**config.mk**
```make
export PLATFORM = sky130hd
export DESIGN_NAME = asmc_top
export DESIGN_NICKNAME = d
export VERILOG_FILES = /design/src/asmc_pkg.sv /design/src/asmc_bit_reg.sv /design/src/asmc_top.sv
export VERILOG_INCLUDE_DIRS = /design/src /design/src/src
export SDC_FILE = /design/constraint.sdc
export NUM_CORES = 1
export LEC_CHECK = 0
export ABC_CLOCK_PERIOD_IN_PS = 2600
export BUFFER_PORTS_ARGS = -buffer_cell sky130_fd_sc_hd__buf_2
export CAP_MARGIN = 10
export CORE_ASPECT_RATIO = 0.6
export CORE_MARGIN = 4
export CORE_UTILIZATION = 35
export CTS_CLUSTER_SIZE = 40
export DETAILED_ROUTE_END_ITERATION = 8
export MAX_ROUTING_LAYER = met4
export PLACE_DENSITY = 0.7
export SYNTH_ARGS = -nofsm -noshare
export SYNTH_HDL_FRONTEND = slang
export SYNTH_SLANG_ARGS = --single-unit
```
**constraint.sdc**
```tcl
create_clock -name i_clk -period 2.6 [get_ports i_clk]
set_clock_uncertainty 0.05 [all_clocks]
set_input_delay 0.78 -clock i_clk [delete_from_list [all_inputs] [get_ports i_clk]]
set_output_delay 0.78 -clock i_clk [all_outputs]
set_load 0.02 [all_outputs]
```
**src/asmc_defines.svh**
```systemverilog
`ifndef ASMC_DEFINES_SVH
`define ASMC_DEFINES_SVH

// ----------------------------------------------------------------
// register map and fields
// ----------------------------------------------------------------
`define ASMC_MODE_ADDR     16'hff70
`define ASMC_MODE_RESET    8'h01
`define ASMC_BIT_POWER     7
`define ASMC_BIT_TXEN      6
`define ASMC_BIT_RXEN      5
`define ASMC_BIT_FIXED     0
`define ASMC_WMASK         8'hfe

`endif

```
**src/asmc_pkg.sv**
```systemverilog
package asmc_pkg;

    // ------------------------------------------------------------
    // types
    // ------------------------------------------------------------
    typedef struct packed {
        logic unit_power_enable;
        logic transmit_enable_bit;
        logic receive_enable_bit;
    } asmc_ctrl_t;

    typedef struct packed {
        logic [15:0] addr;
        logic [7:0]  wdata;
        logic [7:0]  wmask;
        logic        wr;
        logic        rd;
    } asmc_bus_t;

    typedef enum logic [1:0] {
        ASMC_OFF,
        ASMC_IDLE,
        ASMC_ACTIVE
    } asmc_state_t;

endpackage

```
**src/asmc_bit_reg.sv**
```systemverilog
`timescale 1ns/1ps
// one writable control bit with its own write-enable
module asmc_bit_reg #(
    parameter logic RESET_VAL = 1'b0
) (
    input  wire logic i_clk,
    input  wire logic i_rstn,
    input  wire logic i_ce,
    input  wire logic i_we,
    input  wire logic i_d,
    output logic      o_q
);
    // ------------------------------------------------------------
    // storage
    // ------------------------------------------------------------
    always_ff @(posedge i_clk or negedge i_rstn) begin
        if (!i_rstn) begin
            o_q <= RESET_VAL;
        end else if (i_ce && i_we) begin
            o_q <= i_d;
        end
    end
endmodule

```
**src/asmc_top.sv**
```systemverilog
`timescale 1ns/1ps
`include "asmc_defines.svh"
// Notes on behaviour
// - Any reset loads the mode register with 01h, all three enables clear.
// - Bit writes and byte writes both work, each bit changing on its own.
// - Power bit clear gates the unit clock low and resets the serial circuit.
// - Power bit clear holds error flags, shift register and buffer in reset.
// - Power bit clear forces the receive pin input high inside.
// - Transmit enable clear stops and synchronously resets transmission.
// - Receive enable clear stops and synchronously resets reception.
module asmc_top
    import asmc_pkg::*;
(
    input  wire logic        i_clk,
    input  wire logic        i_rstn,
    input  wire logic        i_ce,
    input  wire logic [15:0] i_addr,
    input  wire logic [7:0]  i_wdata,
    input  wire logic [7:0]  i_wmask,
    input  wire logic        i_wr,
    input  wire logic        i_rd,
    input  wire logic        i_serial_receive_pin,
    output logic      [7:0]  o_rdata,
    output logic             o_unit_clk_en,
    output logic             o_unit_rstn,
    output logic             o_tx_rstn,
    output logic             o_rx_rstn,
    output logic             o_tx_enable,
    output logic             o_rx_enable,
    output logic             o_rx_pin_int,
    output logic      [1:0]  o_state
);
    // ------------------------------------------------------------
    // decode
    // ------------------------------------------------------------
    wire logic       hit    = (i_addr == `ASMC_MODE_ADDR);
    wire logic       wr_hit = i_wr && hit;
    // per-bit enable so a one-bit manipulation leaves the others
    // bitwise write mask
    wire logic [7:0] bit_we = {8{wr_hit}} & i_wmask & `ASMC_WMASK;
    // reset image as a constant, so that each bit register takes its own bit
    localparam logic [7:0] RST_V = `ASMC_MODE_RESET;

    // ------------------------------------------------------------
    // control bits
    // ------------------------------------------------------------
    logic [7:0] mode_q;
    genvar g;
    generate
        for (g = 1; g < 8; g++) begin : g_bits
            asmc_bit_reg #(.RESET_VAL(RST_V[g])) u_bit (
                .i_clk  (i_clk),
                .i_rstn (i_rstn),
                .i_ce   (i_ce),
                .i_we   (bit_we[g]),
                .i_d    (i_wdata[g]),
                .o_q    (mode_q[g])
            );
        end
    endgenerate
    assign mode_q[`ASMC_BIT_FIXED] = 1'b1;

    asmc_ctrl_t ctrl;
    assign ctrl.unit_power_enable   = mode_q[`ASMC_BIT_POWER];
    assign ctrl.transmit_enable_bit = mode_q[`ASMC_BIT_TXEN];
    assign ctrl.receive_enable_bit  = mode_q[`ASMC_BIT_RXEN];

    // ------------------------------------------------------------
    // unit controls
    // ------------------------------------------------------------
    // clock gate and async reset
    assign o_unit_clk_en = ctrl.unit_power_enable;
    assign o_unit_rstn   = i_rstn & ctrl.unit_power_enable;
    assign o_tx_enable   = ctrl.unit_power_enable & ctrl.transmit_enable_bit;
    assign o_tx_rstn     = o_tx_enable;
    assign o_rx_enable   = ctrl.unit_power_enable & ctrl.receive_enable_bit;
    assign o_rx_rstn     = o_rx_enable;
    assign o_rx_pin_int  = i_serial_receive_pin | ~ctrl.unit_power_enable;

    // ------------------------------------------------------------
    // read path and state
    // ------------------------------------------------------------
    logic [7:0]  rdata_q;
    asmc_state_t state_q;
    wire asmc_state_t state_d = !ctrl.unit_power_enable ? ASMC_OFF :
        (o_tx_enable | o_rx_enable) ? ASMC_ACTIVE : ASMC_IDLE;
    // unmapped reads return zero
    wire logic [7:0] rdata_d = (i_rd && hit) ? mode_q : 8'h00;

    always_ff @(posedge i_clk or negedge i_rstn) begin
        if (!i_rstn) begin
            rdata_q <= 8'h00;
            state_q <= ASMC_OFF;
        end else if (i_ce) begin
            rdata_q <= rdata_d;
            state_q <= state_d;
        end
    end
    assign o_rdata = rdata_q;
    always_comb begin
        case (state_q)
            ASMC_OFF:    o_state = 2'h0;
            ASMC_IDLE:   o_state = 2'h1;
            ASMC_ACTIVE: o_state = 2'h2;
            default:     o_state = 2'h0;
        endcase
    end

    // ------------------------------------------------------------
    // checks
    // ------------------------------------------------------------
    // strobes as the register sees them, clock enable included
    wire logic       wr_take = i_ce && wr_hit;
    wire logic       rd_take = i_ce && i_rd && hit;
    // bits a write may move; bit 0 is never among them
    wire logic [7:0] wr_bits = i_wmask & `ASMC_WMASK;

    // ------------------------------------------------------------
    // reset checks
    // ------------------------------------------------------------
    // no disable here, so the reset period itself is covered
    reset_value_a: assert property (@(posedge i_clk)
        $rose(i_rstn) |-> mode_q == 8'h01)
        else $error("mode register not 01h after reset");
    reset_outputs_a: assert property (@(posedge i_clk)
        !i_rstn |-> mode_q == 8'h01 && o_rdata == 8'h00 && o_state == 2'h0 && !o_unit_rstn)
        else $error("outputs not at reset values during reset");

    // ------------------------------------------------------------
    // write checks
    // ------------------------------------------------------------
    // the mask decides which bits move; everything else must hold
    bit_write_a: assert property (@(posedge i_clk) disable iff (!i_rstn)
        (wr_take && i_wmask == 8'h80) |=> mode_q[6:0] == $past(mode_q[6:0]))
        else $error("single bit write disturbed other bits");
    byte_write_a: assert property (@(posedge i_clk) disable iff (!i_rstn)
        (wr_take && i_wmask == 8'hff) |=> mode_q == {$past(i_wdata[7:1]), 1'b1})
        else $error("byte write did not land");
    write_lands_a: assert property (@(posedge i_clk) disable iff (!i_rstn)
        wr_take |=> ((mode_q ^ $past(i_wdata)) & $past(wr_bits)) == 8'h00)
        else $error("masked bit did not take the written value");
    masked_bits_a: assert property (@(posedge i_clk) disable iff (!i_rstn)
        wr_take |=> ((mode_q ^ $past(mode_q)) & ~$past(wr_bits)) == 8'h00)
        else $error("unmasked bit changed on write");
    other_addr_a: assert property (@(posedge i_clk) disable iff (!i_rstn)
        (i_ce && i_wr && !hit) |=> mode_q == $past(mode_q))
        else $error("write to another address changed the register");
    // a low clock enable freezes every stored bit
    ce_freeze_a: assert property (@(posedge i_clk) disable iff (!i_rstn)
        !i_ce |=> mode_q == $past(mode_q) && o_rdata == $past(o_rdata)
            && o_state == $past(o_state))
        else $error("state moved while clock enable low");

    // ------------------------------------------------------------
    // read checks
    // ------------------------------------------------------------
    // read data stand for one enabled cycle only and are zero otherwise
    read_data_a: assert property (@(posedge i_clk) disable iff (!i_rstn)
        rd_take |=> o_rdata == $past(mode_q))
        else $error("read data differ from register");
    fixed_one_a: assert property (@(posedge i_clk) disable iff (!i_rstn)
        rd_take |=> o_rdata[0])
        else $error("bit 0 read back as zero");
    unmapped_read_a: assert property (@(posedge i_clk) disable iff (!i_rstn)
        (i_ce && i_rd && !hit) |=> o_rdata == 8'h00)
        else $error("unmapped read not zero");
    idle_read_a: assert property (@(posedge i_clk) disable iff (!i_rstn)
        (i_ce && !i_rd) |=> o_rdata == 8'h00)
        else $error("read data stood longer than one cycle");

    // ------------------------------------------------------------
    // unit control checks
    // ------------------------------------------------------------
    // these outputs are combinational, so they must agree in every cycle
    clock_gate_a: assert property (@(posedge i_clk) disable iff (!i_rstn)
        !mode_q[7] |-> !o_unit_clk_en && !o_unit_rstn)
        else $error("unit clock or reset wrong with power off");
    power_on_a: assert property (@(posedge i_clk) disable iff (!i_rstn)
        (wr_take && wr_bits[7] && i_wdata[7]) |=> o_unit_clk_en && o_unit_rstn)
        else $error("unit clock not running after power on");
    hold_reset_a: assert property (@(posedge i_clk) disable iff (!i_rstn)
        !mode_q[7] |-> !o_unit_rstn && !o_tx_rstn && !o_rx_rstn)
        else $error("unit not held in reset");
    pin_force_a: assert property (@(posedge i_clk) disable iff (!i_rstn)
        !o_unit_clk_en |-> o_rx_pin_int)
        else $error("receive input not forced high");
    pin_follow_a: assert property (@(posedge i_clk) disable iff (!i_rstn)
        o_unit_clk_en |-> o_rx_pin_int == i_serial_receive_pin)
        else $error("receive input does not follow pin");
    tx_enable_a: assert property (@(posedge i_clk) disable iff (!i_rstn)
        (wr_take && wr_bits[6] && !i_wdata[6]) |=> !o_tx_enable)
        else $error("transmit not disabled after write");
    tx_set_a: assert property (@(posedge i_clk) disable iff (!i_rstn)
        (wr_take && wr_bits[6] && i_wdata[6]) |=> o_tx_enable == mode_q[7])
        else $error("transmit enable wrong after set");
    tx_follow_a: assert property (@(posedge i_clk) disable iff (!i_rstn)
        !mode_q[6] |-> !o_tx_enable && !o_tx_rstn)
        else $error("transmit not held in reset");
    rx_enable_a: assert property (@(posedge i_clk) disable iff (!i_rstn)
        (wr_take && wr_bits[5] && !i_wdata[5]) |=> !o_rx_enable)
        else $error("receive not disabled after write");
    rx_set_a: assert property (@(posedge i_clk) disable iff (!i_rstn)
        (wr_take && wr_bits[5] && i_wdata[5]) |=> o_rx_enable == mode_q[7])
        else $error("receive enable wrong after set");
    rx_follow_a: assert property (@(posedge i_clk) disable iff (!i_rstn)
        !mode_q[5] |-> !o_rx_enable && !o_rx_rstn)
        else $error("receive not held in reset");

    // ------------------------------------------------------------
    // state checks
    // ------------------------------------------------------------
    // state lags the register by one enabled edge
    state_off_a: assert property (@(posedge i_clk) disable iff (!i_rstn)
        (i_ce && !mode_q[7]) |=> o_state == 2'h0)
        else $error("state not off with power clear");
    state_idle_a: assert property (@(posedge i_clk) disable iff (!i_rstn)
        (i_ce && mode_q[7] && !mode_q[6] && !mode_q[5]) |=> o_state == 2'h1)
        else $error("state not idle with both enables clear");
    state_active_a: assert property (@(posedge i_clk) disable iff (!i_rstn)
        (i_ce && (o_tx_enable || o_rx_enable)) |=> o_state == 2'h2)
        else $error("state not active with an enable set");
endmodule

```
# Yosys cells after proc, flatten, opt, wreduce, memory -nomap -nowiden

Cells that the tools add are included.
Widths: inputs -> output; s select.

Equality and inequality tests: 3
Multiplexer cells: 4
Bitwise logic cells: 7
Reductions and logical operators: 9

Operators by type and width:

| kind                 | count |
|---|---|
| $eq 16x16->1 const B | 1 |
| $logic_and 1x1->1    | 9 |
| $and 8x8->8          | 1 |
| $mux 8               | 1 |
| $mux 2               | 2 |
| $pmux 2 s2           | 1 |
| $and 1x1->1          | 3 |
| $eq 2x1->1 const B   | 1 |
| $eq 2x2->1 const B   | 1 |
| $or 1x1->1           | 2 |
| $not 1->1            | 1 |

Register bits after elaboration: 17
Bits of input ports: 38
Output and inout bits: 17
Word-level logic and storage cells: 32

# Logic depth before layout (Yosys ltp)

Word-level depth: 4
Mapped depth: 5
Mapped depth without buffers: 4

# Modules after synthesis

Synthesis repeated with hierarchy kept, for this count alone.

Cell total of the unflattened synthesis: 93
Area, all modules: 947.2 um^2

Modules (own cells, without submodules):

| module       | times used | cells each | area each (um^2) | seq. area each (um^2) |
|---|---|---|---|---|
| asmc_top     | 1          | 72         | 640.6            | 250.2 |
| asmc_bit_reg | 7          | 3          | 43.8             | 25.0 |

# Worst setup path after synthesis

Ideal clock, no wire load.

Path kind: input to register
From: input i_addr[1]
To: register g_bits[7].u_bit.o_q
Library setup time: 0.128 ns
Arrival: 1.784 ns
Required time: 2.422 ns
Setup slack: 0.638 ns
Cell stages on the path: 4
Path buffers: 0
Path through: nand4b_2 -> nor4_4 -> nand4_1 -> mux2_1

Longest elaborated chain between the ends: 4

Ends and longest elaborated chain:

| element                | line               | text |
|---|---|---|
| start, declared        | asmc_top.sv:17     | `input wire logic [15:0] i_addr,` |
| $eq 16x16->1 (no line) | n/a                |  |
| $logic_and 1x1->1      | asmc_top.sv:37     | `wire logic wr_hit = i_wr && hit;` |
| $and 8x8->8            | asmc_top.sv:40     | `` wire logic [7:0] bit_we = {8{wr_hit}} & i_wmask & `ASMC_WMASK; `` |
| $logic_and 1x1->1      | asmc_bit_reg.sv:19 | `end else if (i_ce && i_we) begin` |
| end signal, assigned   | asmc_bit_reg.sv:20 | `o_q <= i_d;` |
| end, declared          | asmc_bit_reg.sv:11 | `output logic o_q` |

No other way between the ends.
A chain may end at the register's enable or synchronous reset.

# Final worst setup path

From: input i_rstn
To: output o_unit_rstn

Longest elaborated chain between the ends: 1

Ends and longest elaborated chain:

| element         | line           | text |
|---|---|---|
| start, declared | asmc_top.sv:15 | `input wire logic i_rstn,` |
| $and 1x1->1     | asmc_top.sv:73 | `assign o_unit_rstn = i_rstn & ctrl.unit_power_enable;` |
| end, declared   | asmc_top.sv:25 | `output logic o_unit_rstn,` |

No other way between the ends.

==> key figures <==
Floorplan
  – I/O pin count: 55
  – Die Area: 0.003058 mm²
  – Die Wd: 68.78 µm
  – Number of cell rows: 12
  – Starting Density: 0.3944
  – Core area: 0.001967 mm²
  – Die Y-Extent: 44.47 µm

Synthesis
  – Yosys warns: 0
  – Post-synth ARST share: 1.000
  – EDFF count, synth: 0
  – Seq/Total Area, Yosys: 0.5484
  – Mapped Nets: 100
  – Cell Area, Synth: 775.7 µm²
  – Synth Flop Type: dfrtp_1
  – Post-synth cell types: 19
  – Synth Register Bits: 17
  – Mean Syn Cell Area: 12.51 µm²
  – Post-synthesis cell count: 62

STA
  – Setup TNS: 0 ns
  – RSZ-0062 raised after global routing: false
  – Final Max Slew Viols: 0
  – Setup-failing EPs final: 0
  – PnR worst setup slack: 0.6010 ns
  – Actual slew at the worst max-slew pin: 0.4789 ns
  – Fin crit share: 0.7689
  – Maximum clock frequency: 500.2 MHz
  – Max-slew headroom: 0.6796
  – Fin. Hold Viols: 0
  – Tmin final: 1.999 ns

Power
  – VDD IR-drop max: 188.9 µV
  – Cell Pwr Density: 455.8 mW/mm²
  – Leak: 0.0006251 µW

Global route
  – GRT overflow: 0
  – First-pass GRT wire length: 2.967 mm
  – Initial antenna violation count: 0
  – Vias in the first global route: 681
  – Pin count of the biggest net entering global routing: 18
  – Total track usage: 0.1376

Detailed routing
  – Router iterations before antenna repair: 4
  – Drt drc: 0
  – Drt total wl: 1.895 mm
  – 1st-iter DRT viols: 32
  – Vias: 699
  – Antenna viol nets, final: 0
  – DR WL/cell: 13.16 µm
  – Via/cell ratio: 4.854

Run status
  – Status: completed

CTS
  – Maximum clock path buffer count: 2
  – CTS tree: done
  – Setup Fix Bufs, Post-CTS: 0
  – CTS root buf: clkbuf_8
  – Count of cells resized by post-cts repair: 0
  – Sink Count: 17
  – CTS Buf Count: 3
  – Clock Latency Late Sink: 0.25 ns
  – Hold bufs inserted after CTS: 0
  – Clock-pin slew on the worst setup and hold paths: 0.06 ns
  – CTS HTree Levels: 1

Placement
  – DPL Wire Length: 1.576 mm
  – RD Place Congestion: 0.6851
  – I/O Buffers: 52
  – Placement Setup Slack: 0.3520 ns
  – Placed insts: 140

Critical path
  – Worst-path fanout max: 2
  – CP required: 1.77 ns
  – Flop-to-flop setup slack: 1.58 ns
  – R2r worst-path depth: 3
  – CP Launch Point: i_rstn
  – Reg2reg start: g_bits[7].u_bit.o_q
  – CP startpoint kind: primary input
  – Type of destination of the critical path: output port
  – Class of the most critical setup path: in2out
  – WP data arrival: 1.17 ns

Run
  – Max Cap Viol: 0

Worst hold path
  – HP Class: in2async

Cells and area
  – Area delta synth->final: 42.10%
  – Diodes inserted: 0
  – Nets: 155
  – Final Non-Filler Cells: 144
  – Fraction of layout cells with a size suffix above 1: 0.5086
  – Most common cell after layout, fill and taps aside: buf_2
  – Most frequent cells in the layout: buf_2, dfrtp_1, nand4_1, mux2_1, a22o_1
area by class of cell:
cell class	instances	area (µm²)
fill	173	864.6
timing repair buffer	53	267.8
sequential	17	425.4
clock inverter	1	5.005
inverter	2	7.507
tap	28	35.03
clock buffer	3	41.29
multi-input combinational	40	320.3
logic make-up (layout without fill, tap and decap cells):
| logic type | after synthesis | in the layout | share of synthesized area |
|---|---|---|---|
| flip-flops | 17 | 17 | 0.5484 |
| multiplexers | 7 | 7 | 0.1016 |
| AND/OR/NAND/NOR | 23 | 23 | 0.2048 |
| buffers and inverters | 5 | 59 | 0.03871 |
| AO/OA/AOI/OAI | 10 | 10 | 0.1065 |
path summary, 6_finish.rpt:
check / to
max reg2reg: state_q[1]
min in group i_clk: o_rdata[0]
max: o_unit_rstn
max in group asynchronous: o_rdata[1]
min reg2reg: o_rdata[0]
min: g_bits[7].u_bit.o_q
cell usage after synthesis, drive strengths merged, types with 2 or more instances:
library cell	number	area, µm²
dfrtp	17	425.4
a22o	7	61.31
mux2	7	78.83
nand4	7	43.79
nor2	4	15.01
and2	3	18.77
buf	3	22.52
nand4b	3	32.53
inv	2	7.510
worst max-delay path, cell delays in order:
cell	delay (ns)
buf_2	0.10
and2_1	0.14
buf_2	0.15
where the power goes:
group	internal, µW	leakage, µW	switching, µW
clock	106	0.0000255	86.0
sequential	266	0.000236	0.688
combinational	23.6	0.000363	20.4
flip-flops by register name, summed over array words and instances (netlist names):
name and count:
o_rdata 8, state_q 2, g_bits.u_bit.o_q 7
stage by stage:
| step | total power (µW) | util | hold WS [ns] | area (µm²) |
|---|---|---|---|---|
| 4_1_cts | 512.3 | 0.5604 | 0.4232 | 1102 |
| 2_1_floorplan | 279.2 | - | 0.4122 | 775.7 |
| 6_report | 502.5 | 0.5604 | 0.4252 | 1102 |
| 3_3_place_gp | 314.7 | 0.5369 | 0.4079 | 1056 |
| 5_1_grt | 530.7 | 0.5604 | 0.4321 | 1102 |
| 3_5_place_dp | 315.9 | 0.5369 | 0.4234 | 1056 |
per-layer routing:
metal  vias up  wire length, µm  global-route usage
li1        345                -                   -
met1       306              860              0.1721
met2        44              780              0.2087
met3         4              224             0.03807
met4         0               29             0.05814
met5         -                0                   -
Note: power is estimated with default switching activity, not from simulation.
